File: src/cpuamd_regs.svh
// Constants of the operand addressing decoder
`ifndef CPUAMD_REGS_SVH
`define CPUAMD_REGS_SVH

`define CPUAMD_PAGE0_HI    8'h00
`define CPUAMD_MASK_LVL3   2'h3
`define CPUAMD_MASK_LVL0   2'h0
`define CPUAMD_MASK_RESET  2'h3
`define CPUAMD_ADDR_RESET  16'h0000
`define CPUAMD_IDX_S_MAX   16'h01fe

`endif

File: src/cpuamd_pkg.sv
// Types of the operand addressing decoder
package cpuamd_pkg;

	// ----------------------------------------------------------------
	// Addressing modes
	// ----------------------------------------------------------------
	typedef enum logic [4:0] {
		AM_INH   = 5'h00,
		AM_IMM   = 5'h01,
		AM_DIR_S = 5'h02,
		AM_DIR_L = 5'h03,
		AM_IDX_0 = 5'h04,
		AM_IDX_S = 5'h05,
		AM_IDX_L = 5'h06,
		AM_IND_S = 5'h07,
		AM_IND_L = 5'h08,
		AM_IIX_S = 5'h09,
		AM_IIX_L = 5'h0a,
		AM_REL_D = 5'h0b,
		AM_REL_I = 5'h0c,
		AM_BIT_D = 5'h0d,
		AM_BIT_I = 5'h0e,
		AM_BTR_D = 5'h0f,
		AM_BTR_I = 5'h10
	} cpuamd_mode_t;

	typedef enum logic [2:0] {
		FAM_INHERENT  = 3'h0,
		FAM_IMMEDIATE = 3'h1,
		FAM_DIRECT    = 3'h2,
		FAM_INDEXED   = 3'h3,
		FAM_INDIRECT  = 3'h4,
		FAM_RELATIVE  = 3'h5,
		FAM_BIT       = 3'h6
	} cpuamd_family_t;

	// Where the address base comes from
	typedef enum logic [2:0] {
		SRC_NONE = 3'h0,
		SRC_OPB  = 3'h1,
		SRC_OPW  = 3'h2,
		SRC_OPH  = 3'h3,
		SRC_PTB  = 3'h4,
		SRC_PTW  = 3'h5,
		SRC_PC1  = 3'h6
	} cpuamd_src_t;

	typedef enum logic [1:0] {
		DSP_NONE = 2'h0,
		DSP_OPB  = 2'h1,
		DSP_PTB  = 2'h2
	} cpuamd_dsp_t;

	typedef enum logic [1:0] {
		ST_IDLE = 2'h0,
		ST_OPER = 2'h1,
		ST_PTR  = 2'h2,
		ST_CALC = 2'h3
	} cpuamd_state_t;

	// Page-zero address from one byte
	function automatic logic [15:0] pz(input logic [7:0] b);
		pz = {8'h00, b};
	endfunction : pz

endpackage : cpuamd_pkg

File: src/cpuamd_info_if.sv
// Mode attributes passed from the mode table to the sequencer
`timescale 1ns/10ps
interface cpuamd_info_if;
	cpuamd_pkg::cpuamd_mode_t   mode;
	logic [1:0]                 nbytes;
	logic [1:0]                 nptr;
	cpuamd_pkg::cpuamd_src_t    src;
	cpuamd_pkg::cpuamd_dsp_t    dsp;
	cpuamd_pkg::cpuamd_family_t family;
	logic                       use_idx;
	logic                       short_sum;
	logic                       is_long;
	logic                       ptr_hi;

	modport table_side (input mode, output nbytes, nptr, src, dsp, family,
		use_idx, short_sum, is_long, ptr_hi);
	modport seq_side (output mode, input nbytes, nptr, src, dsp, family,
		use_idx, short_sum, is_long, ptr_hi);
endinterface : cpuamd_info_if

File: src/cpuamd_mode_table.sv
// Attribute table of the seventeen addressing modes
`timescale 1ns/10ps
module cpuamd_mode_table (
	// Mode in, attributes out
	cpuamd_info_if.table_side info
);
	always_comb
	begin
		info.nbytes    = 2'h1;
		info.nptr      = 2'h0;
		info.src       = cpuamd_pkg::SRC_OPB;
		info.dsp       = cpuamd_pkg::DSP_NONE;
		info.family    = cpuamd_pkg::FAM_DIRECT;
		info.use_idx   = 1'b0;
		info.short_sum = 1'b0;
		info.is_long   = 1'b0;
		info.ptr_hi    = 1'b0;
		case (info.mode)
			cpuamd_pkg::AM_INH:
			begin
				info.nbytes = 2'h0;
				info.src    = cpuamd_pkg::SRC_NONE;
				info.family = cpuamd_pkg::FAM_INHERENT;
			end
			cpuamd_pkg::AM_IMM:
			begin
				info.src    = cpuamd_pkg::SRC_PC1;
				info.family = cpuamd_pkg::FAM_IMMEDIATE;
			end
			cpuamd_pkg::AM_DIR_S: info.src = cpuamd_pkg::SRC_OPB;
			cpuamd_pkg::AM_DIR_L:
			begin
				info.nbytes  = 2'h2;
				info.src     = cpuamd_pkg::SRC_OPW;
				info.is_long = 1'b1;
			end
			cpuamd_pkg::AM_IDX_0:
			begin
				info.nbytes    = 2'h0;
				info.src       = cpuamd_pkg::SRC_NONE;
				info.family    = cpuamd_pkg::FAM_INDEXED;
				info.use_idx   = 1'b1;
				info.short_sum = 1'b1;
			end
			cpuamd_pkg::AM_IDX_S:
			begin
				info.family    = cpuamd_pkg::FAM_INDEXED;
				info.use_idx   = 1'b1;
				info.short_sum = 1'b1;
			end
			cpuamd_pkg::AM_IDX_L:
			begin
				info.nbytes  = 2'h2;
				info.src     = cpuamd_pkg::SRC_OPW;
				info.family  = cpuamd_pkg::FAM_INDEXED;
				info.use_idx = 1'b1;
				info.is_long = 1'b1;
			end
			cpuamd_pkg::AM_IND_S:
			begin
				info.nptr   = 2'h1;
				info.src    = cpuamd_pkg::SRC_PTB;
				info.family = cpuamd_pkg::FAM_INDIRECT;
			end
			cpuamd_pkg::AM_IND_L:
			begin
				info.nptr    = 2'h2;
				info.src     = cpuamd_pkg::SRC_PTW;
				info.family  = cpuamd_pkg::FAM_INDIRECT;
				info.is_long = 1'b1;
			end
			cpuamd_pkg::AM_IIX_S:
			begin
				info.nptr      = 2'h1;
				info.src       = cpuamd_pkg::SRC_PTB;
				info.family    = cpuamd_pkg::FAM_INDIRECT;
				info.use_idx   = 1'b1;
				info.short_sum = 1'b1;
			end
			cpuamd_pkg::AM_IIX_L:
			begin
				info.nptr    = 2'h2;
				info.src     = cpuamd_pkg::SRC_PTW;
				info.family  = cpuamd_pkg::FAM_INDIRECT;
				info.use_idx = 1'b1;
				info.is_long = 1'b1;
			end
			cpuamd_pkg::AM_REL_D:
			begin
				info.src    = cpuamd_pkg::SRC_NONE;
				info.dsp    = cpuamd_pkg::DSP_OPB;
				info.family = cpuamd_pkg::FAM_RELATIVE;
			end
			cpuamd_pkg::AM_REL_I:
			begin
				info.nptr   = 2'h1;
				info.src    = cpuamd_pkg::SRC_NONE;
				info.dsp    = cpuamd_pkg::DSP_PTB;
				info.family = cpuamd_pkg::FAM_RELATIVE;
			end
			cpuamd_pkg::AM_BIT_D: info.family = cpuamd_pkg::FAM_BIT;
			cpuamd_pkg::AM_BIT_I:
			begin
				info.nptr   = 2'h1;
				info.src    = cpuamd_pkg::SRC_PTB;
				info.family = cpuamd_pkg::FAM_BIT;
			end
			cpuamd_pkg::AM_BTR_D:
			begin
				info.nbytes = 2'h2;
				info.src    = cpuamd_pkg::SRC_OPH;
				info.dsp    = cpuamd_pkg::DSP_OPB;
				info.family = cpuamd_pkg::FAM_BIT;
			end
			cpuamd_pkg::AM_BTR_I:
			begin
				info.nbytes = 2'h2;
				info.nptr   = 2'h1;
				info.src    = cpuamd_pkg::SRC_PTB;
				info.dsp    = cpuamd_pkg::DSP_OPB;
				info.family = cpuamd_pkg::FAM_BIT;
				info.ptr_hi = 1'b1;
			end
			default:
			begin
				info.nbytes = 2'h0;
				info.src    = cpuamd_pkg::SRC_NONE;
				info.family = cpuamd_pkg::FAM_INHERENT;
			end
		endcase
	end

endmodule : cpuamd_mode_table

File: src/cpuamd_ea_calc.sv
// Effective address and branch target adders
`timescale 1ns/10ps
module cpuamd_ea_calc (
	// Address operands
	input  wire logic [15:0] base,
	input  wire logic [7:0]  idx,
	input  wire logic        use_idx,
	input  wire logic        short_sum,
	// Relative operands
	input  wire logic [7:0]  disp,
	input  wire logic        use_disp,
	input  wire logic [15:0] pc_next,
	// Results
	output logic      [15:0] ea,
	output logic      [15:0] target
);
	wire [8:0]  short_ea = {1'b0, base[7:0]} + {1'b0, idx};
	wire [15:0] long_ea  = base + {8'h00, idx};
	wire [15:0] disp_sx  = {{8{disp[7]}}, disp};

	// Short sums keep the carry as bit 8
	assign ea     = !use_idx ? base :
		short_sum ? {7'h00, short_ea} : long_ea;
	assign target = use_disp ? pc_next + disp_sx : pc_next;

endmodule : cpuamd_ea_calc

File: src/cpuamd_decode.sv
// Operand addressing sequencer: operand fetch, pointer fetch, address forming
`timescale 1ns/10ps
`include "cpuamd_regs.svh"
module cpuamd_decode (
	// Clock and reset
	input  wire logic                     clk,
	input  wire logic                     rstn,
	// Decode request
	input  wire logic                     req_valid,
	output logic                          req_ready,
	input  wire cpuamd_pkg::cpuamd_mode_t req_mode,
	input  wire logic                     req_rmw,
	input  wire logic                     req_idx_y,
	input  wire logic [15:0]              req_pc,
	// Index registers
	input  wire logic [7:0]               x_reg,
	input  wire logic [7:0]               y_reg,
	// Interrupt mask instructions
	input  wire logic                     mask_set_instr,
	input  wire logic                     mask_clear_instr,
	output logic      [1:0]               imask_q,
	// Memory read port
	output logic                          mem_req,
	output logic      [15:0]              mem_addr_q,
	input  wire logic [7:0]               mem_rdata,
	input  wire logic                     mem_ack,
	// Results
	output logic                          done_q,
	output logic                          refused_q,
	output logic      [15:0]              ea_q,
	output logic      [7:0]               operand_q,
	output logic      [15:0]              target_q,
	output logic      [2:0]               instr_len_q,
	output cpuamd_pkg::cpuamd_family_t    family_q
);

	// ------------------------------------------------------------
	// State
	// ------------------------------------------------------------
	cpuamd_pkg::cpuamd_state_t state_q, state_d;
	cpuamd_pkg::cpuamd_mode_t  mode_q;
	logic [7:0]                idx_q;
	logic [15:0]               pc_q;
	logic [15:0]               opw_q;
	logic [15:0]               ptr_q;
	logic [1:0]                cnt_q;
	logic [1:0]                pcnt_q;

	cpuamd_info_if info ();

	// ------------------------------------------------------------
	// Mode attributes
	// ------------------------------------------------------------
	wire idle = (state_q == cpuamd_pkg::ST_IDLE);
	assign info.mode = idle ? req_mode : mode_q;

	cpuamd_mode_table u_table (
		.info (info)
	);

	wire        rmw_bad   = req_rmw && info.is_long;
	wire        accept    = idle && req_valid && !rmw_bad;
	wire        refuse    = idle && req_valid && rmw_bad;
	wire        take      = (state_q == cpuamd_pkg::ST_OPER) && mem_ack;
	wire        ptake     = (state_q == cpuamd_pkg::ST_PTR) && mem_ack;
	wire [1:0]  cnt_nx    = cnt_q + 2'h1;
	wire [1:0]  pcnt_nx   = pcnt_q + 2'h1;
	wire        oper_last = take && (cnt_nx == info.nbytes);
	wire        ptr_last  = ptake && (pcnt_nx == info.nptr);
	// Pointer address: first operand byte for bit-relative, else the last one
	wire [7:0]  ptr_addr  = info.ptr_hi ? opw_q[7:0] : mem_rdata;
	wire [2:0]  len       = {1'b0, info.nbytes} + 3'h1;

	assign req_ready = idle;
	assign mem_req   = (state_q == cpuamd_pkg::ST_OPER) || (state_q == cpuamd_pkg::ST_PTR);

	// ------------------------------------------------------------
	// Address forming
	// ------------------------------------------------------------
	logic [15:0] base;
	logic [7:0]  disp;
	logic [15:0] ea_w;
	logic [15:0] target_w;

	always_comb
	begin
		case (info.src)
			cpuamd_pkg::SRC_OPB: base = cpuamd_pkg::pz(opw_q[7:0]);
			cpuamd_pkg::SRC_OPW: base = opw_q;
			cpuamd_pkg::SRC_OPH: base = cpuamd_pkg::pz(opw_q[15:8]);
			cpuamd_pkg::SRC_PTB: base = cpuamd_pkg::pz(ptr_q[7:0]);
			cpuamd_pkg::SRC_PTW: base = ptr_q;
			cpuamd_pkg::SRC_PC1: base = pc_q + 16'h0001;
			default:             base = `CPUAMD_ADDR_RESET;
		endcase
	end

	assign disp = (info.dsp == cpuamd_pkg::DSP_PTB) ? ptr_q[7:0] : opw_q[7:0];

	cpuamd_ea_calc u_calc (
		.base      (base),
		.idx       (idx_q),
		.use_idx   (info.use_idx),
		.short_sum (info.short_sum),
		.disp      (disp),
		.use_disp  (info.dsp != cpuamd_pkg::DSP_NONE),
		.pc_next   (pc_q + {13'h0000, len}),
		.ea        (ea_w),
		.target    (target_w)
	);

	// ------------------------------------------------------------
	// Sequencer
	// ------------------------------------------------------------
	always_comb
	begin
		state_d = state_q;
		case (state_q)
			cpuamd_pkg::ST_IDLE:
				if (accept)
					state_d = (info.nbytes == 2'h0) ? cpuamd_pkg::ST_CALC
						: cpuamd_pkg::ST_OPER;
			cpuamd_pkg::ST_OPER:
				if (oper_last)
					state_d = (info.nptr != 2'h0) ? cpuamd_pkg::ST_PTR
						: cpuamd_pkg::ST_CALC;
			cpuamd_pkg::ST_PTR:
				if (ptr_last)
					state_d = cpuamd_pkg::ST_CALC;
			cpuamd_pkg::ST_CALC:
				state_d = cpuamd_pkg::ST_IDLE;
			default:
				state_d = cpuamd_pkg::ST_IDLE;
		endcase
	end

	always_ff @(posedge clk or negedge rstn)
	begin
		if (!rstn)
		begin
			state_q <= cpuamd_pkg::ST_IDLE;
			mode_q  <= cpuamd_pkg::AM_INH;
			idx_q   <= 8'h00;
			pc_q    <= `CPUAMD_ADDR_RESET;
		end
		else
		begin
			state_q <= state_d;
			if (accept)
			begin
				mode_q <= req_mode;
				idx_q  <= req_idx_y ? y_reg : x_reg;
				pc_q   <= req_pc;
			end
		end
	end

	// Byte counters and gathered words, high byte first
	always_ff @(posedge clk or negedge rstn)
	begin
		if (!rstn)
		begin
			cnt_q  <= 2'h0;
			pcnt_q <= 2'h0;
			opw_q  <= 16'h0000;
			ptr_q  <= 16'h0000;
		end
		else
		begin
			if (accept)
			begin
				cnt_q  <= 2'h0;
				pcnt_q <= 2'h0;
			end
			if (take)
			begin
				cnt_q <= cnt_nx;
				opw_q <= {opw_q[7:0], mem_rdata};
			end
			if (ptake)
			begin
				pcnt_q <= pcnt_nx;
				ptr_q  <= {ptr_q[7:0], mem_rdata};
			end
		end
	end

	// Memory address: operand bytes follow the opcode, pointer bytes in page zero
	always_ff @(posedge clk or negedge rstn)
	begin
		if (!rstn)
			mem_addr_q <= `CPUAMD_ADDR_RESET;
		else if (accept)
			mem_addr_q <= req_pc + 16'h0001;
		else if (take && oper_last)
			mem_addr_q <= cpuamd_pkg::pz(ptr_addr);
		else if (take)
			mem_addr_q <= mem_addr_q + 16'h0001;
		else if (ptake)
			mem_addr_q <= cpuamd_pkg::pz(mem_addr_q[7:0] + 8'h01);
	end

	// ------------------------------------------------------------
	// Results
	// ------------------------------------------------------------
	always_ff @(posedge clk or negedge rstn)
	begin
		if (!rstn)
		begin
			done_q      <= 1'b0;
			refused_q   <= 1'b0;
			ea_q        <= `CPUAMD_ADDR_RESET;
			operand_q   <= 8'h00;
			target_q    <= `CPUAMD_ADDR_RESET;
			instr_len_q <= 3'h0;
			family_q    <= cpuamd_pkg::FAM_INHERENT;
		end
		else
		begin
			done_q    <= (state_q == cpuamd_pkg::ST_CALC);
			refused_q <= refuse;
			if (state_q == cpuamd_pkg::ST_CALC)
			begin
				ea_q        <= ea_w;
				operand_q   <= opw_q[7:0];
				target_q    <= target_w;
				instr_len_q <= len;
				family_q    <= info.family;
			end
		end
	end

	// Mask-set has priority when both arrive together
	always_ff @(posedge clk or negedge rstn)
	begin
		if (!rstn)
			imask_q <= `CPUAMD_MASK_RESET;
		else if (mask_set_instr)
			imask_q <= `CPUAMD_MASK_LVL3;
		else if (mask_clear_instr)
			imask_q <= `CPUAMD_MASK_LVL0;
	end
endmodule : cpuamd_decode

File: config.mk
export PLATFORM = sky130hd
export DESIGN_NAME = cpuamd_decode
export DESIGN_NICKNAME = d
export VERILOG_FILES = /design/src/cpuamd_pkg.sv /design/src/cpuamd_info_if.sv /design/src/cpuamd_mode_table.sv /design/src/cpuamd_ea_calc.sv /design/src/cpuamd_decode.sv
export VERILOG_INCLUDE_DIRS = /design/src /design/src/src
export SDC_FILE = /design/constraint.sdc
export NUM_CORES = 1
export LEC_CHECK = 0
export BUFFER_PORTS_ARGS = -buffer_cell sky130_fd_sc_hd__buf_2
export CORE_ASPECT_RATIO = 2
export CORE_MARGIN = 2
export CORE_UTILIZATION = 60
export DETAILED_ROUTE_END_ITERATION = 10
export PLACE_DENSITY = 0.84
export SLEW_MARGIN = 20
export SYNTH_ARGS = -nofsm -noshare
export SYNTH_HDL_FRONTEND = slang
export SYNTH_HIERARCHICAL = 1
export SYNTH_SLANG_ARGS = --single-unit
File: constraint.sdc
create_clock -name clk -period 15.7 [get_ports clk]
set_clock_uncertainty 0.15 [all_clocks]
set_input_delay 1.57 -clock clk [delete_from_list [all_inputs] [get_ports clk]]
set_output_delay 1.57 -clock clk [all_outputs]
set_load 0.005 [all_outputs]
After elaboration in Yosys (flattened, before gate mapping)
Cells that the tools add are included.
- multiply operators: 0
- shift operators: 0
- order comparisons: 0
- $add $sub $neg: 11
- divide/modulo/power cells: 0
- reduce and logical (&&, ||, !) cells: 36
- bitwise operators: 0
- mux-type cells: 32
- equality and inequality tests: 31
- operators by type and width (kind ; number):
    two-way mux 16 bit ; 7
    one-hot mux 16 bit (6 select lines) ; 1
    adder 16 x 1 -> 16 bit, second input constant ; 3
    equality test 5 x 4 -> 1 bit, second input constant ; 8
    one-hot mux 3 bit (6 select lines) ; 2
    two-way mux 8 bit ; 3
    equality test 5 x 3 -> 1 bit, second input constant ; 4
    OR reduction 4 bit ; 5
    two-way mux 2 bit ; 9
    adder 16 bit ; 1
    adder 16 x 3 -> 16 bit ; 1
    adder 16 x 8 -> 16 bit ; 1
    one-hot mux 2 bit (2 select lines) ; 3
    OR reduction 3 bit ; 4
    OR reduction 11 bit ; 1
    equality test 5 x 2 -> 1 bit, second input constant ; 2
    nonzero test 2 bit ; 5
    OR reduction 5 bit ; 2
    adder 8 x 8 -> 9 bit ; 1
    equality test 3 bit, second input constant ; 3
    logical AND 1 bit ; 9
    adder 8 x 1 -> 8 bit, second input constant ; 1
    one-hot mux 2 bit (4 select lines) ; 1
    OR reduction 2 bit ; 4
    18 further kinds ; 29
- ROM bits: 0
- word-level logic and storage cells: 127
- memories: 0
- memory bits (writable): 0
- bits in latches: 0
- bits in registers: 133

Depth between registers and ports, before layout
Gate-level depths: netlist of the first run.
- depth in word-level cells: 10
- depth in mapped cells: 26
- gate-level depth less buffers: 22

Cells and area by module
Netlist of the first run, hierarchy kept.
- modules (own cells, without submodules) (module ; seq. area each (µm²) ; times used ; cells an instance ; area an instance (µm²)):
    cpuamd_decode ; 3304.4 ; 1 ; 691 ; 7185.6
    cpuamd_ea_calc ; 0.0 ; 1 ; 226 ; 1622.8
    cpuamd_mode_table ; 0.0 ; 1 ; 64 ; 425.4

Worst setup path after synthesis of the first run
No wires, ideal clock.
- kind: input-to-reg
- start: input port req_mode[2]
- end: register target_q[14]
- arrival: 5973 ps
- required time: 15425 ps
- slack: 9452 ps
- cell stages on the path: 23
- cell sequence: mux2_2 > buf_6 > buf_6 > inv_1 > a211oi_1 > a311oi_1 > inv_1 > ha_1 > ha_1 > a21o_1 > a21oi_1 > nor3_1 > and3_1 > xor2_1 > ha_1 > clkbuf_1 > a21oi_1 > o21ai_0 > a2111o_1 > o211ai_1 > xor2_1 > a21oi_1 > mux2_2
- word-level cells in the longest chain between the ends: 8
- elaborated cells between the ends (all ways): 28
- ends and longest elaborated chain (item ; RTL line ; text):
    start, declared ; cpuamd_decode.sv:11 ; input wire cpuamd_pkg::cpuamd_mode_t req_mode,
    two-way mux 5 bit * ; cpuamd_decode.sv:55 ; assign info.mode = idle ? req_mode : mode_q;
    equality test 5 x 1 -> 1 bit (tied with other cells) ; cpuamd_mode_table.sv:18 ; case (info.mode)
    OR reduction 11 bit (no source line) / OR reduction 4 bit (equally long branches) ; - ;
    one-hot mux 2 bit (2 select lines) * ; cpuamd_mode_table.sv:18 ;
    named net info.nbytes[0] ; cpuamd_info_if.sv:5 ; logic [1:0] nbytes;
    adder 2 x 1 -> 3 bit * ; cpuamd_decode.sv:72 ; wire [2:0] len = {1'b0, info.nbytes} + 3'h1;
    named net len[0] ; cpuamd_decode.sv:72 ;
    adder 16 x 3 -> 16 bit * ; cpuamd_decode.sv:107 ; .pc_next (pc_q + {13'h0000, len}),
    adder 16 bit ; cpuamd_ea_calc.sv:24 ; assign target = use_disp ? pc_next + disp_sx : pc_next;
    two-way mux 16 bit * ; cpuamd_ea_calc.sv:24 ;
    named net target_w[14] ; cpuamd_decode.sv:83 ; logic [15:0] target_w;
    end signal, assigned ; cpuamd_decode.sv:214 ; target_q <= `CPUAMD_ADDR_RESET;
    end signal, assigned ; cpuamd_decode.sv:226 ; target_q <= target_w;
    end, declared ; cpuamd_decode.sv:32 ; output logic [15:0] target_q,
Mark *: on every way through the listed nets, which the timed path passes. The rest lies on a longest branch.
A chain may end at the register's enable or synchronous reset.

Worst setup path in the final report of the first run
- start: input port req_mode[3]
- end: register target_q[14]
- word-level cells in the longest chain between the ends: 8
- elaborated cells between the ends (all ways): 28
- ends and longest elaborated chain (item ; RTL line ; text):
    two-way mux 5 bit * ; cpuamd_decode.sv:55 ;
    named net info.mode[3] ; cpuamd_info_if.sv:4 ; cpuamd_pkg::cpuamd_mode_t mode;
    equality test 5 x 1 -> 1 bit (tied with other cells) ; cpuamd_mode_table.sv:18 ;
    OR reduction 11 bit (no source line) / OR reduction 4 bit (equally long branches) ; - ;
    one-hot mux 2 bit (2 select lines) * ; cpuamd_mode_table.sv:18 ;
    named net info.nbytes[0] ; cpuamd_info_if.sv:5 ;
    adder 2 x 1 -> 3 bit * ; cpuamd_decode.sv:72 ;
    named net len[0] ; cpuamd_decode.sv:72 ;
    adder 16 x 3 -> 16 bit * ; cpuamd_decode.sv:107 ;
    adder 16 bit ; cpuamd_ea_calc.sv:24 ;
    two-way mux 16 bit * ; cpuamd_ea_calc.sv:24 ;
    named net target_w[14] ; cpuamd_decode.sv:83 ;
Marks and branches as above.

==> impl_metrics.env, run 1 <==
export IMPL_status="complete, no violations"
export IMPL_period_share_pct=41.7
export IMPL_syn_inst=981
export IMPL_rsz0062_at_grt="false"
export IMPL_end_kind="register"
export IMPL_grt_max_degree=79
export IMPL_clock_path_buffers=2
export IMPL_hold_violations=0
export IMPL_layout_drive_gt1_share_pct=27.1
export IMPL_fillers=1191
export IMPL_grt_pass1_wl_um=40800
export IMPL_ys_types=75
export IMPL_routedWlPerCell_um=19.6
export IMPL_grt_pass1_vias=8164
export IMPL_finalCriticalPeriod_ns=6.55
export IMPL_ys_top_cells_by_area="dfrtp_1 36%, mux2_2 14%, nand2_1 5.1%"
export IMPL_fmax_mhz=153
export IMPL_antenna_found_initial=0
export IMPL_syn_cell_area_sq_mm=0.00923
export IMPL_clk_latency_ns=0.43
export IMPL_fp_dieArea_sq_mm=0.0165
export IMPL_io_buffers=120
export IMPL_worstSetupPathType="in2reg"
export IMPL_netlist_top_cells_count="131 x dfrtp_1, 125 x nand2_1, 117 x mux2_2, 52 x nor2_1"
export IMPL_fp_row_count=64
export IMPL_placeableCoreArea_sq_mm=0.0152
export IMPL_syn_area_per_cell_sq_um=9.41
export IMPL_cap_viol_max_count=0
export IMPL_cts_hold_fix_buffers=0
export IMPL_place_gp_congestion=0.938
export IMPL_cp_top_family="compound AO/OA/AOI/OAI gates"
export IMPL_yosysTopAreaCellShare_pct=35.5
export IMPL_post_cts_resized=0
export IMPL_worst_path_max_delay_cell="a311oi_1"
export IMPL_synth_most_common_cell="dfrtp_1"
export IMPL_area_growth_pct=13.6
export IMPL_drt_iter0_markers=633
export IMPL_ir_drop_mv=0.186
export IMPL_start_kind="input pin"
export IMPL_relSlewSlack_pct=30.0
export IMPL_overflow=0
export IMPL_pre_cts_ws_ns=8.86
export IMPL_start_util_pct=60.7
export IMPL_grt_usage_pct=31.1
export IMPL_hp_class="reg2reg"
export IMPL_vias_per_cell=6.35
export IMPL_antenna_left=0
export IMPL_cp_num_buf_inv=2
export IMPL_cpPeakStageDelay_ns=0.69
export IMPL_ys_flop_type="dfrtp_1"
export IMPL_finalNetCount=1162
export IMPL_cts_root_buf="clkbuf_16"
export IMPL_yosysWarnings=6
export IMPL_post_cts_buffers=0
export IMPL_finalWirelength_um=25100
export IMPL_finalSetupViolCount=0
export IMPL_clkSlewWorstSetupHoldPaths_ns=0.06
export IMPL_dr_pass1_iters=6
export IMPL_worst_ep_required_time_ns=15.87
export IMPL_numCtsBuffers=17
export IMPL_die_h_um=179
export IMPL_tritoncts="built"
export IMPL_num_antenna_cells=0
export IMPL_floorplan_die_width_um=91.7
export IMPL_worstMarginPinSlew_ns=1.05
export IMPL_drc=0
export IMPL_synth_nets=1073
export IMPL_finalWorstSetupSlack_ns=9.15
export IMPL_fin_setup_tns_ns=0
export IMPL_synth_seq_cells=132
export IMPL_yosysTopAreaCell="dfrtp_1"
export IMPL_drv_slew=0
export IMPL_cts_sinks=132
export IMPL_powerDensity_mw_per_mm2=275
export IMPL_hpwl_um=18200
export IMPL_cts_max_level=4
export IMPL_ios=121
export IMPL_async_reset_ff_share_pct=100
export IMPL_cp_cell_sequence="buf_2, mux2_2, xnor2_1, a311oi_1, inv_1, ha_1, ha_1, a21o_1, a21oi_1, nor3_1, and3_1, xor2_1, ha_1, a21oi_1, o21ai_0, a2111o_1, o211ai_1, xor2_1, a21oi_1, mux2_2"
export IMPL_cellLeakagePower_nw=4.72
export IMPL_cp_max_fo=20
export IMPL_cp_data_arrival_time_ns=6.71
export IMPL_ys_seq_area_share_pct=35.8
export IMPL_synth_edf_count=0
export IMPL_vias=8122
## through the flow
stage	hold slack (ns)	power [W]	std cells	cell area, sq um	utilization (%)
CTS	0.325	0.00286	1280	10500	68.8
floorplan	0.292	0.00196	981	9230	-
finish	0.319	0.00288	1280	10500	68.9
global placement	0.304	0.00236	1249	9860	64.8
global route	0.345	0.00308	1280	10500	68.9
detailed placement	0.311	0.00241	1249	9860	64.8
## area by class of cell
type	count	area (sq um)	share of cell area [%]
Tap cell	198	248	2.36
Clock inverter	12	154	1.47
Timing Repair Buffer	127	659	6.29
Multi-Input combinational cell	768	5580	53.2
Sequential cell	132	3300	31.5
Inverter	24	90.1	0.859
Clock buffer	19	453	4.32
## kinds of logic after synthesis
| logic type | synth area share, % |
|---|---|
| and+or+nand+nor | 16.2 |
| AOI/OAI and AO/OA | 14.8 |
| muxes | 17.3 |
| DFF | 35.8 |
| buffers and inverters | 4.19 |
| xor gates and xnor gates | 6.15 |
| adders and majority gates | 5.53 |
## where the power goes
group	internal (W)	total (W)	switching, W
sequential	0.000501	0.000672	0.000171
combinational	0.000801	0.00179	0.000993
clock	0.000257	0.000413	0.000156
## per-layer routing
| metal | vias to the layer above | GRT usage, % | wire (um) |
|---|---|---|---|
| met5 | - | 0 | 0 |
| met1 | 3925 | 33.2 | 8870 |
| met4 | 0 | 20.8 | 1650 |
| met2 | 360 | 54.8 | 13400 |
| met3 | 104 | 5.62 | 1210 |
| li1 | 3733 | - | - |
## tightest hold or removal path, cell delays in order (launching register included)
cell and delay (ns):
dfrtp_1 0.34, nand2_1 0.05, nand2_1 0.05
## worst paths after layout
| check | from | endpoint | slack (ns) | cells past startpoint |
|---|---|---|---|---|
| setup / recovery | req_mode[3] | target_q[14] | 9.15 | 20 |
| max in group asynchronous | rstn | idx_q[1] | 13.19 | 2 |
| hold / removal | mode_q[4] | mode_q[4] | 0.32 | 2 |
| setup reg to reg | state_q[0] | target_q[14] | 9.24 | 21 |
| min in group asynchronous | rstn | family_q[1] | 1.01 | 1 |
| hold reg to reg | mode_q[4] | mode_q[4] | 0.32 | 2 |
## cell usage in the layout (no fill, tap or decap), types with 10 or more instances in the layout
cell / Yosys / layout
dfrtp_1: 131 / 131
nand2_1: 125 / 125
buf_2: 9 / 119
mux2_2: 117 / 117
nor2_1: 52 / 52
o21ai_0: 48 / 48
a21oi_1: 48 / 47
ha_1: 36 / 35
xnor2_1: 33 / 33
xor2_1: 30 / 30
nand3_1: 29 / 29
mux2i_1: 27 / 27
inv_1: 24 / 24
clkbuf_16: 0 / 17
a22oi_1: 15 / 15
a21o_1: 14 / 14
nor3_1: 15 / 14
nand4_1: 13 / 13
nand2b_1: 13 / 13
nor2b_1: 11 / 11
o211ai_1: 10 / 10
## flip-flops by register name, indices dropped and copies added, names as in the netlist
| register | flops |
|---|---|
| ptr_q | 16 |
| refused_q | 1 |
| imask_q | 1 |
| target_q | 16 |
| done_q | 1 |
| mode_q | 5 |
| operand_q | 8 |
| opw_q | 16 |
| idx_q | 8 |
| cnt_q | 2 |
| pcnt_q | 2 |
| instr_len_q | 3 |
| family_q | 3 |
| pc_q | 16 |
| ea_q | 16 |
| mem_addr_q | 16 |
| state_q | 2 |
(Power assumes the default switching activity.)
==> inputs of run 2 (changes only) <==
- CORE_UTILIZATION: 60 -> 53
- PLACE_DENSITY: 0.84 -> 0.79
- clock period: 15.7 -> 6 ns (I/O delays scaled with it)
==> run 2 against run 1 <==
  * Sequential power rose to 2.6 times the previous value
  * Final cell count increased by 2.0%
  * Wire length grew 1.1%
  * Sequential cell count unchanged
  * Power grew to 2.7 times the previous value
  * Register-to-register slack got worse by 8.9 ns
  * Setup slack lost 8.8 ns
  * Hold slack lost 0.12 ns
  * Critical path depth rose by 2
  * Clock power rose to 2.7 times the previous value
  * Clock-buffer cell count rose by 1
==> impl_metrics.env, run 2 (same netlist as run 1, synthesis figures left out) <==
export IMPL_grt_usage_pct=27.0
export IMPL_placeableCoreArea_sq_mm=0.0172
export IMPL_worstMarginPinSlew_ns=1.02
export IMPL_drt_iter0_markers=505
export IMPL_worstReg2RegEnd="target_q[12]"
export IMPL_hpwl_um=18700
export IMPL_critPathLaunch="state_q[1]"
export IMPL_fp_dieArea_sq_mm=0.0186
export IMPL_final_cell_area_sq_mm=0.0106
export IMPL_drv_slew=0
export IMPL_ios=121
export IMPL_floorplan_die_width_um=97.3
export IMPL_finalNetCount=1174
export IMPL_io_buffers=120
export IMPL_dr_pass1_iters=7
export IMPL_reg2reg_depth=22
export IMPL_cap_viol_max_count=0
export IMPL_status="complete, no violations"
export IMPL_period_share_pct=94.9
export IMPL_top_usage_layer="met2"
export IMPL_final_cell_mix="131 x dfrtp_1, 125 x nand2_1, 119 x buf_2"
export IMPL_start_kind="register"
export IMPL_relSlewSlack_pct=31.9
export IMPL_hold_path_startpoint="mask_set_instr"
export IMPL_hp_class="in2reg"
export IMPL_grt_max_degree=82
export IMPL_antenna_left=0
export IMPL_r2r_start="state_q[1]"
export IMPL_cp_endpoint="target_q[12]"
export IMPL_cellLeakagePower_nw=4.80
export IMPL_routedWlPerCell_um=19.5
export IMPL_gr_usage_met3_pct=4.36
export IMPL_overflow=0
export IMPL_numCtsBuffers=17
export IMPL_tritoncts="built"
export IMPL_powerDensity_mw_per_mm2=721
export IMPL_clk_latency_ns=0.43
export IMPL_finalCriticalPeriod_ns=5.69
export IMPL_ir_drop_mv=0.442
export IMPL_finalPower_w=0.00767
export IMPL_fin_setup_tns_ns=0
export IMPL_cts_max_level=4
export IMPL_grt_pass1_wl_um=39900
export IMPL_dpl_cell_area_sq_mm=0.00996
export IMPL_mostFrequentLayoutCell="dfrtp_1"
export IMPL_grtUsageMet2_pct=48.8
export IMPL_vias=8039
export IMPL_fin_util_pct=61.9
export IMPL_start_util_pct=53.7
export IMPL_cp_max_fo=20
export IMPL_cts_sinks=132
export IMPL_clkSlewWorstSetupHoldPaths_ns=0.06
export IMPL_cts_root_buf="clkbuf_16"
export IMPL_vias_per_cell=6.16
export IMPL_worstSetupPathType="reg2reg"
export IMPL_drc=0
export IMPL_fmax_mhz=176
export IMPL_end_kind="register"
export IMPL_num_antenna_cells=0
export IMPL_gr_usage_met1_pct=27.9
export IMPL_antenna_found_initial=0
export IMPL_area_growth_pct=15.2
export IMPL_finalSetupViolCount=0
export IMPL_cp_data_arrival_time_ns=5.86
export IMPL_layout_drive_gt1_share_pct=28.0
export IMPL_grt_pass1_vias=8007
export IMPL_fp_row_count=68
export IMPL_worst_ep_required_time_ns=6.16
export IMPL_hold_violations=0
export IMPL_finalWirelength_um=25400
export IMPL_clock_path_buffers=2
export IMPL_ff2ff_setup_slack_ns=0.31
export IMPL_die_h_um=191
export IMPL_place_gp_congestion=1.03
==> run 2: changes by cell type in the layout (fill, tap and decap cells not counted), moves of 2 or more <==
cell	delta
buf_4	+10
mux2_2	-3
mux2_4	+3
ha_2	+2
==> run 2: power breakdown <==
part	internal (W)	leakage (nW)	switching (W)
Sequential	0.00131	1.63	0.000451
Clock	0.000718	0.307	0.000407
Combinational	0.00217	2.87	0.00262
Total	0.00419	4.80	0.00348
==> run 2: per-layer routing <==
| metal | part of all wire [%] | vias up |
|---|---|---|
| li1 | - | 3747 |
| met2 | 53 | 304 |
| met1 | 36 | 3882 |
| met4 | 7.2 | 0 |
| met5 | 0 | - |
| met3 | 4.1 | 106 |
==> run 2: cell type report <==
cell class | count | area [sq um]
flip-flops and latches | 132 | 3300
well taps | 210 | 263
clock inverters | 12 | 176
fillers | 1470 | 6550
clock buffers | 20 | 457
repair buffers | 139 | 756
multi-input cells | 768 | 5590
inverters | 24 | 90.1
==> run 2: through the flow <==
stage                     worst slack, ns  hold slack (ns)  cells
after floorplan                     0.403            0.154    981
after global placement              0.361            0.307   1272
after detailed placement            0.170            0.309   1272
after CTS                           0.123            0.190   1305
after global routing              -0.0197            0.219   1305
final                               0.306            0.200   1305
==> run 2: what timing repair did <==
action | 4_1_cts | 5_1_grt
gates resized for setup | 0 | 6
buffers inserted | 0 | 0
endpoints found under the setup margin | 0 | 6
hold buffers | 1 | 0
hold endpoints to repair | 46 | 0
==> run 2: critical path, cell delays in order, from the launching register on <==
cell	delay, ns
dfrtp_1	0.43
inv_1	0.14
ha_2	0.33
mux2_4	0.42
xnor2_2	0.18
a311oi_2	0.31
inv_1	0.12
ha_1	0.38
ha_1	0.31
a21o_1	0.18
a21oi_1	0.26
nor3_1	0.13
buf_4	0.16
and3_1	0.18
xor2_1	0.15
ha_1	0.38
a21o_1	0.25
a21o_1	0.18
a21oi_1	0.13
o31ai_1	0.10
xor2_1	0.15
mux2_2	0.27
mux2_2	0.26
==> run 2: how the worst min path moves through the flow <==
stage	to	slack, ns	cells after the start
floorplan	cnt_q[0]	0.15	0
global placement	mode_q[4]	0.31	2
detailed placement	mode_q[4]	0.31	2
CTS	imask_q[0]	0.19	2
global route	imask_q[0]	0.22	2
finish	imask_q[0]	0.20	2
